**src/include/epsr_pkg.sv**
```systemverilog
// constants for the extended page and serdes control register bank
// assumes a 32-bit apb master and the register file clock
package epsr_pkg;
    // management register indices (byte address is four times the index)
    localparam logic [4:0] REG_16 = 5'h10;
    localparam logic [4:0] REG_17 = 5'h11;
    localparam logic [4:0] REG_18 = 5'h12;
    localparam logic [4:0] REG_19 = 5'h13;
    localparam logic [4:0] REG_20 = 5'h14;
    localparam logic [4:0] REG_21 = 5'h15;
    localparam logic [4:0] REG_22 = 5'h16;
    localparam logic [4:0] REG_23 = 5'h17;
    localparam logic [4:0] REG_27 = 5'h1B;
    localparam logic [4:0] REG_28 = 5'h1C;
    localparam logic [4:0] REG_29 = 5'h1D;
    localparam logic [4:0] REG_30 = 5'h1E;
    localparam logic [4:0] REG_PAGE = 5'h1F;
    localparam logic [4:0] EXT_FIRST = 5'h10;
    // own block registers, beyond the management space
    localparam logic [7:0] ADDR_IRQ_STATUS = 8'h80;
    localparam logic [7:0] ADDR_IRQ_ENABLE = 8'h84;
    localparam logic [7:0] ADDR_IRQ_CLEAR = 8'h88;
    localparam logic [7:0] ADDR_MGMT_LIMIT = 8'h80;
    // page codes
    localparam logic [15:0] PAGE_MAIN = 16'h0000;
    localparam logic [15:0] PAGE_EXT = 16'h0001;
    localparam logic [15:0] PAGE_GPIO = 16'h0010;
    localparam logic [15:0] PAGE_RESET = 16'h0000;
    // 16E fields
    localparam int TXRF_HI = 15;
    localparam int TXRF_LO = 14;
    localparam int LPRF_HI = 13;
    localparam int LPRF_LO = 12;
    localparam int PDET_BIT = 11;
    localparam int SDET_BIT = 10;
    localparam int ALLOW_X_BIT = 9;
    localparam int ALLOW_FX_BIT = 8;
    localparam int LPRST_BIT = 7;
    localparam int FEF_BIT = 6;
    localparam logic [15:0] R16_WMASK = 16'hCB00;
    localparam logic [15:0] R16_RESET = 16'h0300;
    // 17E fields
    localparam int MEQ_BIT = 9;
    localparam int CEQ_BIT = 8;
    localparam int MSW_HI = 7;
    localparam int MSW_LO = 5;
    localparam int CSW_HI = 4;
    localparam int CSW_LO = 2;
    localparam int CHYS_BIT = 1;
    localparam int MHYS_BIT = 0;
    localparam logic [15:0] R17_WMASK = 16'h03FF;
    localparam logic [15:0] R17_RESET = 16'h0090;
    localparam logic [2:0] SWING_MAX = 3'h5;
    // interrupt bits
    localparam int IRQ_LPRST = 0;
    localparam int IRQ_FEF = 1;
    localparam int IRQ_W = 2;
endpackage

```
**src/design/epsr_regs.sv**
```systemverilog
// extended page select and serdes control register bank, apb slave
// assumes status inputs come from other clock domains or pins
//
// Added by the designer: the APB slave port.
`timescale 1ns/1ps
module epsr_regs (
    input wire logic I_CLOCK,
    input wire logic I_NRST,
    input wire logic I_PSEL,
    input wire logic I_PENABLE,
    input wire logic I_PWRITE,
    input wire logic [7:0] I_PADDR,
    input wire logic [31:0] I_PWDATA,
    output logic [31:0] O_PRDATA,
    output logic O_PREADY,
    output logic O_PSLVERR,
    input wire logic [1:0] I_LP_REMOTE_FAULT,
    input wire logic I_SIGNAL_DETECT,
    input wire logic I_LP_RESTART_REQ,
    input wire logic I_FAR_END_FAULT,
    output logic O_MAIN_SEL,
    output logic O_EXT_SEL,
    output logic O_GPIO_SEL,
    output logic [4:0] O_MGMT_IDX,
    output logic O_MGMT_WR,
    output logic O_MGMT_RD,
    output logic [15:0] O_MGMT_WDATA,
    input wire logic [15:0] I_MAIN_RDATA,
    input wire logic [15:0] I_EXT_RDATA,
    input wire logic [15:0] I_GPIO_RDATA,
    output logic [1:0] O_TX_REMOTE_FAULT,
    output logic O_PARALLEL_DETECT,
    output logic O_ALLOW_1000X,
    output logic O_ALLOW_100FX,
    output logic O_MEDIA_EQ_EN,
    output logic O_MAC_EQ_EN,
    output logic [2:0] O_MEDIA_SWING,
    output logic [2:0] O_MAC_SWING,
    output logic O_MAC_HYST_DIS,
    output logic O_MEDIA_HYST_DIS,
    output logic O_IRQ
);
    // ============================================================
    // input synchronisers
    logic [4:0] sync1_reg;
    logic [4:0] sync2_reg;
    always_ff @(posedge I_CLOCK) begin
        if (!I_NRST) begin
            sync1_reg <= 5'h00;
            sync2_reg <= 5'h00;
        end else begin
            sync1_reg <= {I_LP_REMOTE_FAULT, I_SIGNAL_DETECT, I_LP_RESTART_REQ,
                          I_FAR_END_FAULT};
            sync2_reg <= sync1_reg;
        end
    end
    wire logic [1:0] lp_rf = sync2_reg[4:3];
    wire logic sig_det = sync2_reg[2];
    wire logic lp_rst = sync2_reg[1];
    wire logic fef = sync2_reg[0];

    // ============================================================
    // apb decode; zero wait states
    // an own register answers only at its exact, word-aligned byte address
    function automatic logic word_at(input logic [7:0] a, input logic [7:0] w);
        return (a[1:0] == 2'h0) && (a == w);
    endfunction

    wire logic acc = I_PSEL && I_PENABLE;
    wire logic wr = acc && I_PWRITE;
    wire logic rd = acc && !I_PWRITE;
    wire logic rd_setup = I_PSEL && !I_PENABLE && !I_PWRITE;
    wire logic aligned = (I_PADDR[1:0] == 2'h0);
    wire logic mgmt_hit = aligned && (I_PADDR < epsr_pkg::ADDR_MGMT_LIMIT);
    wire logic [4:0] idx = I_PADDR[6:2];
    wire logic hit_sts = word_at(I_PADDR, epsr_pkg::ADDR_IRQ_STATUS);
    wire logic hit_en = word_at(I_PADDR, epsr_pkg::ADDR_IRQ_ENABLE);
    wire logic hit_clr = word_at(I_PADDR, epsr_pkg::ADDR_IRQ_CLEAR);
    wire logic mapped = mgmt_hit || hit_sts || hit_en || hit_clr;

    logic [15:0] page_reg;
    logic [15:0] page_next;
    wire logic is_page = mgmt_hit && (idx == epsr_pkg::REG_PAGE);
    wire logic pg_ext = (page_reg == epsr_pkg::PAGE_EXT);
    wire logic pg_gpio = (page_reg == epsr_pkg::PAGE_GPIO);
    // undefined page codes fall back to the main space, the safe choice
    wire logic upper = (idx >= epsr_pkg::EXT_FIRST);
    wire logic to_gpio = mgmt_hit && !is_page && pg_gpio;
    wire logic to_ext = mgmt_hit && !is_page && pg_ext && upper;
    wire logic to_main = mgmt_hit && !is_page && !to_gpio && !to_ext;

    // ============================================================
    // extended decode
    wire logic e16 = to_ext && (idx == epsr_pkg::REG_16);
    wire logic e17 = to_ext && (idx == epsr_pkg::REG_17);
    wire logic e_rsvd = to_ext && ((idx == epsr_pkg::REG_21) || (idx == epsr_pkg::REG_22)
                        || (idx == epsr_pkg::REG_27)
                        || ((idx > epsr_pkg::REG_23) && (idx < epsr_pkg::REG_27)));
    // functional extended registers other than 16E/17E live outside this block
    wire logic e_far = to_ext && !e16 && !e17 && !e_rsvd;

    // ============================================================
    // page register
    assign page_next = (wr && is_page) ? I_PWDATA[15:0] : page_reg;
    always_ff @(posedge I_CLOCK) begin
        if (!I_NRST) begin
            page_reg <= epsr_pkg::PAGE_RESET;
        end else begin
            page_reg <= page_next;
        end
    end

    // ============================================================
    // 16E and 17E
    logic [15:0] r16_reg;
    logic [15:0] r16_next;
    logic [15:0] r17_reg;
    logic [15:0] r17_next;
    logic lprst_reg;
    logic fef_reg;
    wire logic rd16 = rd && e16;
    wire logic [15:0] w16 = (I_PWDATA[15:0] & epsr_pkg::R16_WMASK)
                            | (r16_reg & ~epsr_pkg::R16_WMASK);
    assign r16_next = (wr && e16) ? w16 : r16_reg;
    // reserved swing codes are kept as written; the serdes treats them as such
    wire logic [15:0] w17 = I_PWDATA[15:0] & epsr_pkg::R17_WMASK;
    assign r17_next = (wr && e17) ? w17 : r17_reg;
    // event set wins over the clear from a read in the same cycle
    // data is captured a cycle before the clear: only a flag the host saw is cleared,
    // so an event landing between setup and access is not lost
    wire logic shown_rst = O_PRDATA[epsr_pkg::LPRST_BIT];
    wire logic shown_fef = O_PRDATA[epsr_pkg::FEF_BIT];
    wire logic lprst_next = lp_rst || (lprst_reg && !(rd16 && shown_rst));
    wire logic fef_next = fef || (fef_reg && !(rd16 && shown_fef));
    always_ff @(posedge I_CLOCK) begin
        if (!I_NRST) begin
            r16_reg <= epsr_pkg::R16_RESET;
            r17_reg <= epsr_pkg::R17_RESET;
            lprst_reg <= 1'b0;
            fef_reg <= 1'b0;
        end else begin
            r16_reg <= r16_next;
            r17_reg <= r17_next;
            lprst_reg <= lprst_next;
            fef_reg <= fef_next;
        end
    end
    wire logic [15:0] r16_view = {r16_reg[epsr_pkg::TXRF_HI:epsr_pkg::TXRF_LO], lp_rf,
                                  r16_reg[epsr_pkg::PDET_BIT], sig_det,
                                  r16_reg[epsr_pkg::ALLOW_X_BIT:epsr_pkg::ALLOW_FX_BIT],
                                  lprst_reg, fef_reg, 6'h00};

    // ============================================================
    // interrupts: sticky status, enable, write-one-to-clear
    logic [epsr_pkg::IRQ_W-1:0] ists_reg;
    logic [epsr_pkg::IRQ_W-1:0] ists_next;
    logic [epsr_pkg::IRQ_W-1:0] ien_reg;
    wire logic [epsr_pkg::IRQ_W-1:0] iev = {fef, lp_rst};
    wire logic [epsr_pkg::IRQ_W-1:0] iclr = (wr && hit_clr) ?
                                             I_PWDATA[epsr_pkg::IRQ_W-1:0] : '0;
    assign ists_next = iev | (ists_reg & ~iclr);
    always_ff @(posedge I_CLOCK) begin
        if (!I_NRST) begin
            ists_reg <= '0;
            ien_reg <= '0;
        end else begin
            ists_reg <= ists_next;
            if (wr && hit_en) begin
                ien_reg <= I_PWDATA[epsr_pkg::IRQ_W-1:0];
            end
        end
    end
    assign O_IRQ = |(ists_reg & ien_reg);

    // ============================================================
    // read mux and outward strobes
    wire logic [15:0] mgmt_rd = is_page ? page_reg
                              : e16 ? r16_view
                              : e17 ? r17_reg
                              : e_rsvd ? 16'h0000
                              : e_far ? I_EXT_RDATA
                              : to_gpio ? I_GPIO_RDATA
                              : I_MAIN_RDATA;
    wire logic [31:0] rdata = mgmt_hit ? {16'h0000, mgmt_rd}
                            : hit_sts ? {30'h00000000, ists_reg}
                            : hit_en ? {30'h00000000, ien_reg}
                            : 32'h00000000;
    always_ff @(posedge I_CLOCK) begin
        if (!I_NRST) begin
            O_PRDATA <= 32'h00000000;
        end else if (rd_setup) begin
            O_PRDATA <= rdata;
        end
    end
    // data is captured in the setup phase so prdata is a flop at the access edge
    assign O_PREADY = 1'b1;
    assign O_PSLVERR = acc && !mapped;
    wire logic fwd = to_main || to_gpio || e_far;
    assign O_MAIN_SEL = to_main;
    assign O_EXT_SEL = e_far;
    assign O_GPIO_SEL = to_gpio;
    assign O_MGMT_IDX = idx;
    assign O_MGMT_WR = wr && fwd;
    assign O_MGMT_RD = rd_setup && fwd;
    assign O_MGMT_WDATA = I_PWDATA[15:0];

    assign O_TX_REMOTE_FAULT = r16_reg[epsr_pkg::TXRF_HI:epsr_pkg::TXRF_LO];
    assign O_PARALLEL_DETECT = r16_reg[epsr_pkg::PDET_BIT];
    assign O_ALLOW_1000X = r16_reg[epsr_pkg::ALLOW_X_BIT];
    assign O_ALLOW_100FX = r16_reg[epsr_pkg::ALLOW_FX_BIT];
    assign O_MEDIA_EQ_EN = r17_reg[epsr_pkg::MEQ_BIT];
    assign O_MAC_EQ_EN = r17_reg[epsr_pkg::CEQ_BIT];
    assign O_MEDIA_SWING = r17_reg[epsr_pkg::MSW_HI:epsr_pkg::MSW_LO];
    assign O_MAC_SWING = r17_reg[epsr_pkg::CSW_HI:epsr_pkg::CSW_LO];
    assign O_MAC_HYST_DIS = r17_reg[epsr_pkg::CHYS_BIT];
    assign O_MEDIA_HYST_DIS = r17_reg[epsr_pkg::MHYS_BIT];

    // ============================================================
    // assertions
    a_page_write: assert property (@(posedge I_CLOCK) disable iff (!I_NRST)
        wr && is_page |=> page_reg == $past(I_PWDATA[15:0]))
        else $error("page register not updated");
    a_ext_steer: assert property (@(posedge I_CLOCK) disable iff (!I_NRST)
        mgmt_hit && !is_page && pg_ext && idx >= epsr_pkg::EXT_FIRST |-> !O_MAIN_SEL)
        else $error("extended access reached main space");
    a_low_main: assert property (@(posedge I_CLOCK) disable iff (!I_NRST)
        mgmt_hit && idx < epsr_pkg::EXT_FIRST && !pg_gpio |-> O_MAIN_SEL)
        else $error("low register not in main space");
    a_gpio_steer: assert property (@(posedge I_CLOCK) disable iff (!I_NRST)
        mgmt_hit && !is_page && pg_gpio |-> O_GPIO_SEL && !O_MAIN_SEL)
        else $error("gpio page not steered");
    a_rsvd_quiet: assert property (@(posedge I_CLOCK) disable iff (!I_NRST)
        e_rsvd |-> !O_MGMT_WR && !O_MGMT_RD && !O_EXT_SEL)
        else $error("reserved extended register forwarded");
    a_rst_clear: assert property (@(posedge I_CLOCK) disable iff (!I_NRST)
        lprst_reg && rd16 && shown_rst && !lp_rst |=> !lprst_reg)
        else $error("restart flag not cleared by read");
    a_rst_set: assert property (@(posedge I_CLOCK) disable iff (!I_NRST)
        lp_rst |=> lprst_reg && ists_reg[epsr_pkg::IRQ_LPRST])
        else $error("restart request lost");
    a_fef_hold: assert property (@(posedge I_CLOCK) disable iff (!I_NRST)
        fef_reg && !rd16 |=> fef_reg)
        else $error("far end fault dropped without read");
    a_rsvd_zero: assert property (@(posedge I_CLOCK) disable iff (!I_NRST)
        r16_reg[5:0] == 6'h00 && r17_reg[15:10] == 6'h00)
        else $error("reserved bits set");
    a_reset_vals: assert property (@(posedge I_CLOCK)
        !I_NRST |=> page_reg == epsr_pkg::PAGE_RESET && O_MEDIA_SWING == 3'h4
                    && O_ALLOW_1000X && O_ALLOW_100FX)
        else $error("reset values wrong");
    a_irq_level: assert property (@(posedge I_CLOCK) disable iff (!I_NRST)
        $rose(O_IRQ) |-> |(ists_reg & ien_reg))
        else $error("irq without enabled status");

    // ============================================================
    // field assertions
    a_rf_report: assert property (@(posedge I_CLOCK) disable iff (!I_NRST)
        rd_setup && e16 |=> O_PRDATA[epsr_pkg::LPRF_HI:epsr_pkg::LPRF_LO] == $past(lp_rf))
        else $error("partner remote fault not reported");
    a_sdet_report: assert property (@(posedge I_CLOCK) disable iff (!I_NRST)
        rd_setup && e16 |=> O_PRDATA[epsr_pkg::SDET_BIT] == $past(sig_det))
        else $error("signal detect not reported");
    a_txrf_write: assert property (@(posedge I_CLOCK) disable iff (!I_NRST)
        wr && e16 |=> O_TX_REMOTE_FAULT == $past(I_PWDATA[epsr_pkg::TXRF_HI:epsr_pkg::TXRF_LO]))
        else $error("transmit remote fault not written");
    a_pdet_write: assert property (@(posedge I_CLOCK) disable iff (!I_NRST)
        wr && e16 |=> O_PARALLEL_DETECT == $past(I_PWDATA[epsr_pkg::PDET_BIT]))
        else $error("parallel detect not written");
    a_allow_hold: assert property (@(posedge I_CLOCK) disable iff (!I_NRST)
        !(wr && e16) |=> $stable(O_ALLOW_1000X) && $stable(O_ALLOW_100FX))
        else $error("allow bits changed without write");
    a_eq_write: assert property (@(posedge I_CLOCK) disable iff (!I_NRST)
        wr && e17 |=> O_MEDIA_EQ_EN == $past(I_PWDATA[epsr_pkg::MEQ_BIT])
                      && O_MAC_EQ_EN == $past(I_PWDATA[epsr_pkg::CEQ_BIT]))
        else $error("equalization enables not written");
    a_swing_write: assert property (@(posedge I_CLOCK) disable iff (!I_NRST)
        wr && e17 |=> O_MEDIA_SWING == $past(I_PWDATA[epsr_pkg::MSW_HI:epsr_pkg::MSW_LO])
                      && O_MAC_SWING == $past(I_PWDATA[epsr_pkg::CSW_HI:epsr_pkg::CSW_LO]))
        else $error("swing fields not written");
    a_hyst_write: assert property (@(posedge I_CLOCK) disable iff (!I_NRST)
        wr && e17 |=> O_MAC_HYST_DIS == $past(I_PWDATA[epsr_pkg::CHYS_BIT])
                      && O_MEDIA_HYST_DIS == $past(I_PWDATA[epsr_pkg::MHYS_BIT]))
        else $error("hysteresis bits not written");
    a_fef_set: assert property (@(posedge I_CLOCK) disable iff (!I_NRST)
        fef |=> fef_reg && ists_reg[epsr_pkg::IRQ_FEF])
        else $error("far end fault lost");
    a_rsvd_read: assert property (@(posedge I_CLOCK) disable iff (!I_NRST)
        rd_setup && e_rsvd |=> O_PRDATA == 32'h00000000)
        else $error("reserved extended register read nonzero");
    a_rsvd_ignore: assert property (@(posedge I_CLOCK) disable iff (!I_NRST)
        wr && e_rsvd |=> $stable(r16_reg) && $stable(r17_reg))
        else $error("reserved write changed a register");
    a_page_read: assert property (@(posedge I_CLOCK) disable iff (!I_NRST)
        rd_setup && is_page |=> O_PRDATA[15:0] == $past(page_reg))
        else $error("page register read wrong");
    a_page_keep: assert property (@(posedge I_CLOCK) disable iff (!I_NRST)
        !(wr && is_page) |=> $stable(page_reg))
        else $error("page changed without write");
    a_gpio_low: assert property (@(posedge I_CLOCK) disable iff (!I_NRST)
        mgmt_hit && pg_gpio && idx < epsr_pkg::EXT_FIRST |-> O_GPIO_SEL)
        else $error("low register not in gpio space");
    a_ext_low: assert property (@(posedge I_CLOCK) disable iff (!I_NRST)
        mgmt_hit && pg_ext && idx < epsr_pkg::EXT_FIRST |-> O_MAIN_SEL)
        else $error("low register left main space");

    // ============================================================
    // bus and interrupt assertions
    a_no_select: assert property (@(posedge I_CLOCK) disable iff (!I_NRST)
        !mgmt_hit |-> !O_MAIN_SEL && !O_EXT_SEL && !O_GPIO_SEL)
        else $error("space selected off the management map");
    a_wr_strobe: assert property (@(posedge I_CLOCK) disable iff (!I_NRST)
        O_MGMT_WR |-> wr)
        else $error("write strobe outside write access");
    a_slverr_phase: assert property (@(posedge I_CLOCK) disable iff (!I_NRST)
        O_PSLVERR |-> acc)
        else $error("error outside access phase");
    a_irq_clear: assert property (@(posedge I_CLOCK) disable iff (!I_NRST)
        wr && hit_clr && I_PWDATA[epsr_pkg::IRQ_LPRST] && !lp_rst
        |=> !ists_reg[epsr_pkg::IRQ_LPRST])
        else $error("status bit not cleared");
    a_ien_write: assert property (@(posedge I_CLOCK) disable iff (!I_NRST)
        wr && hit_en |=> ien_reg == $past(I_PWDATA[epsr_pkg::IRQ_W-1:0]))
        else $error("irq enable not written");
    c_ext_write: cover property (@(posedge I_CLOCK) wr && e16);
    c_gpio_read: cover property (@(posedge I_CLOCK) rd && to_gpio);
    c_clear_race: cover property (@(posedge I_CLOCK) rd16 && lp_rst && lprst_reg);
    c_irq: cover property (@(posedge I_CLOCK) $rose(O_IRQ));
    c_late_event: cover property (@(posedge I_CLOCK) rd16 && lprst_reg && !shown_rst);
endmodule

```
**config.mk**
```make
export PLATFORM = sky130hd
export DESIGN_NAME = epsr_regs
export DESIGN_NICKNAME = d
export VERILOG_FILES = /design/src/include/epsr_pkg.sv /design/src/design/epsr_regs.sv
export SDC_FILE = /design/constraint.sdc
export NUM_CORES = 1
export LEC_CHECK = 0
export BUFFER_PORTS_ARGS = -buffer_cell sky130_fd_sc_hd__buf_2
export CAP_MARGIN = 25
export CORE_MARGIN = 3
export CORE_UTILIZATION = 43
export CTS_CLUSTER_DIAMETER = 30
export DETAILED_ROUTE_END_ITERATION = 16
export PLACE_DENSITY = 0.83
export SYNTH_ARGS = -nofsm -noshare
export SYNTH_HDL_FRONTEND = slang
export SYNTH_SLANG_ARGS = --single-unit
```
**constraint.sdc**
```tcl
create_clock -name I_CLOCK -period 2.29 [get_ports I_CLOCK]
set_input_delay 0.1145 -clock I_CLOCK [delete_from_list [all_inputs] [get_ports I_CLOCK]]
set_output_delay 0.1145 -clock I_CLOCK [all_outputs]
set_load 0.03 [all_outputs]
```
==> results.sh <==
export IMPL_endpoint="O_PRDATA[13]$_SDFFE_PN0P_"
export IMPL_tightest_slew_ns=0.6698
export IMPL_timing_rr_end="O_PRDATA[13]$_SDFFE_PN0P_"
export IMPL_clock_path_buffers=2
export IMPL_p_seq_share_pct=46.0
export IMPL_finalCriticalPeriod_ns=2.225
export IMPL_syn_inst=469
export IMPL_routed_via_density=5.438
export IMPL_dieHeight_um=99.00
export IMPL_peakVddDrop_uv=242.9
export IMPL_grt_pass1_vias=3582
export IMPL_synthFlopType="dfxtp_1"
export IMPL_yosys_area_top_type_share_pct=33.92
export IMPL_ys_seq_elements=63
export IMPL_route_detailed_wl_per_inst_um=16.40
export IMPL_end_kind="flip-flop"
export IMPL_antennaDiodeCount=0
export IMPL_avgSynthCellArea_um2=7.929
export IMPL_synthXorXnorAreaFrac_pct=0
export IMPL_skew_ns=0.007653
export IMPL_total_power_w=0.002429
export IMPL_grt_use_total_pct=22.37
export IMPL_start_util_pct=44.81
export IMPL_nNetsFinal=706
export IMPL_synth_edf_count=0
export IMPL_grt_pass1_wl_mm=17.65
export IMPL_synth_commonest_cells="nand2_1 (68), dfxtp_1 (63), buf_4 (38)"
export IMPL_powerDensity_mw_per_mm2=505.2
export IMPL_routed_wirelength_mm=11.73
export IMPL_p_leak_nw=2.192
export IMPL_die_area_mm2=0.009800
export IMPL_drt_iter0_drc=306
export IMPL_numCtsBuffers=9
export IMPL_p_switching_w=0.0006370
export IMPL_critPathArrivalTime_ns=2.46
export IMPL_nFillCells=747
export IMPL_clock_root_buffer="clkbuf_8"
export IMPL_critPathKind="reg2reg"
export IMPL_critPathLaunchType="flip-flop"
export IMPL_drive_gt1_share_pct=35.90
export IMPL_rrSetupSlack_ns=0.06
export IMPL_swShare_pct=26.23
export IMPL_internal_power_w=0.001792
export IMPL_seq_area_frac_synth_pct=33.92
export IMPL_dp_cells=696
export IMPL_ant_nets=0
export IMPL_cts_tree="yes"
export IMPL_synth_cell_types=53
export IMPL_r2r_cells=7
export IMPL_post_dp_hpwl_mm=8.892
export IMPL_hold_class="in2reg"
export IMPL_synth_top_family_by_area="simple AND/OR/NAND/NOR gates"
export IMPL_dr_total_vias=3888
export IMPL_synth_compound_area_share_pct=20.12
export IMPL_fmax_ghz=0.4494
export IMPL_rsz0062_at_grt="true"
export IMPL_crit_fanout=13
export IMPL_h_tree_depth=3
export IMPL_ios=174
export IMPL_core_mm2=0.008299
export IMPL_crit_required_ns=2.52
export IMPL_critPathSlowestCell="or4_4"
export IMPL_clkPwrFrac_pct=38.8
export IMPL_cts_sinks=63
export IMPL_worstSkewPairLatency_ns=0.34
export IMPL_cp_cell_sequence="nor4_4 -> nand4_2 -> or4_4 -> buf_12 -> mux2_4 -> o221ai_2 -> a21oi_1"
export IMPL_synth_area_leaders="dfxtp_1 (34%), buf_4 (7.7%), nand2_1 (6.9%), mux2i_1 (6.5%), o21ai_0 (4.7%)"
export IMPL_setup_viol=0
export IMPL_final_max_slew_viol_count=0
export IMPL_firstDrtPassIters=5
export IMPL_ys_warn_count=0
export IMPL_gp_congestion=0.8915
export IMPL_instances_no_fill=715
export IMPL_period_share_pct=97.18
export IMPL_antenna_found_initial=0
export IMPL_grt_max_degree=65
export IMPL_rr_startpoint="page_reg[7]$_SDFFE_PN0P_"
export IMPL_yosysTopAreaCell="dfxtp_1"
export IMPL_rows=33
export IMPL_combPwrFrac_pct=15.1
export IMPL_hold_viol=0
export IMPL_syn_cell_area_mm2=0.003719
export IMPL_max_stage_delay_ns=0.59
export IMPL_die_w_um=99.00
export IMPL_remaining_drc_errors=0
export IMPL_yosys_area_share_simple_pct=24.39
export IMPL_synth_most_common_cell="nand2_1"
export IMPL_drv_cap=0
export IMPL_synth_async_reset_ratio_pct=0
export IMPL_clkSlewWorstSetupHoldPaths_ns=0.06
export IMPL_maxSlewHeadroom_pct=55.24
export IMPL_areaGrowthSynthToFinish_pct=29.27
export IMPL_io_buffers=140
export IMPL_cp_startpoint="page_reg[7]$_SDFFE_PN0P_"
export IMPL_status="completed"
export IMPL_yosys_area_share_adder_pct=0
export IMPL_synthMuxAreaShare_pct=9.791
export IMPL_grt_ovfl_total=0
## routing by layer
metal | global-route usage, % | up-vias | wire length, µm
li1 | - | 1871 | -
met1 | 29.06 | 1793 | 4962
met2 | 36.62 | 204 | 5597
met3 | 4.671 | 20 | 924
met4 | 8.088 | 0 | 242
met5 | 0 | - | 0
## cell type report
cell class                      instances  area [µm²]  area share, %
Multi-Input combinational cell        352        2188          45.52
Tap cell                              105       131.4          2.733
Timing Repair Buffer                  175        1012          21.06
Sequential cell                        63        1264          26.29
Clock buffer                           12       155.1          3.227
Clock inverter                          1       30.03         0.6247
Inverter                                7       26.28         0.5466
## cells in the final DEF (no fill, tap or decap), types with 5 or more instances in the layout
master,n
o21ai_2,5
clkbuf_8,11
nand3_1,20
a31oi_1,9
nand2b_1,7
inv_1,6
conb_1,17
nor3_1,6
o211ai_1,5
mux2i_1,24
a21oi_1,31
o21ai_0,29
nand2_1,67
a21boi_0,16
dlygate4sd3_1,5
dfxtp_1,61
nor2_1,28
buf_2,137
buf_4,28
and2_1,12
nor2b_1,15
mux2_2,7
## critical path: cells and delay by family (launching register included)
kind	cells	cell delay, ns
compound gates	2	0.28
buf+inv	1	0.17
flops	1	0.33
mux	1	0.30
simple gates	3	1.03
## worst min-delay path by stage
| stage | end | depth (start not counted) | start | slack (ns) |
|---|---|---|---|---|
| after global routing | r17_reg[4]$_SDFFE_PN1P_ | 3 | I_PWDATA[4] | 0.05 |
| after global placement | sync1_reg[3]$_SDFF_PN0_ | 2 | I_LP_REMOTE_FAULT[0] | 0.32 |
| final | r17_reg[4]$_SDFFE_PN1P_ | 3 | I_PWDATA[4] | 0.03 |
| after CTS | r17_reg[4]$_SDFFE_PN1P_ | 3 | I_PWDATA[4] | 0.02 |
| after detailed placement | sync1_reg[3]$_SDFF_PN0_ | 2 | I_LP_REMOTE_FAULT[0] | 0.32 |
| after floorplan | r16_reg[8]$_SDFFE_PN1P_ | 2 | I_PWDATA[8] | 0.24 |
## cell families (layout without fill, tap and decap cells)
logic type / Yosys count / count (layout)
simple gates: 181 / 181
mux: 34 / 34
compound gates: 120 / 120
buf+inv: 69 / 195
other cells: 2 / 17
flops: 63 / 63
## through the flow
stage          hold slack, ns  instance area (µm²)  utilization [%]  worst slack, ns  TNS [ns]
2_1_floorplan          0.2396                 3775                -          0.02463         0
3_3_place_gp           0.3203                 4438            53.47         -0.01057  -0.01057
3_5_place_dp           0.3243                 4438            53.47         -0.06874   -0.2735
4_1_cts               0.02376                 4693            56.55         0.004597         0
5_1_grt               0.05089                 4807            57.92         -0.01655  -0.02425
6_report              0.02980                 4807            57.92          0.06456         0
## what timing repair did
item                                   in CTS  in global routing
hold buffers                                5                  0
pin swaps                                   2                  3
gates resized for setup                     9                 25
setup endpoints to repair                  14                 20
buffers inserted                            1                  0
endpoints found under the hold margin       5                  0
## power by group through the flow
| stage | clock (W) | combinational (W) | sequential (W) |
|---|---|---|---|
| floorplan | 0 | 0.000246 | 0.00115 |
| global placement | 0 | 0.000340 | 0.00114 |
| detailed placement | 0 | 0.000345 | 0.00114 |
| CTS | 0.000953 | 0.000354 | 0.00112 |
| global route | 0.000993 | 0.000392 | 0.00112 |
| finish | 0.000944 | 0.000367 | 0.00112 |
Power figures use the tool's default switching activity.
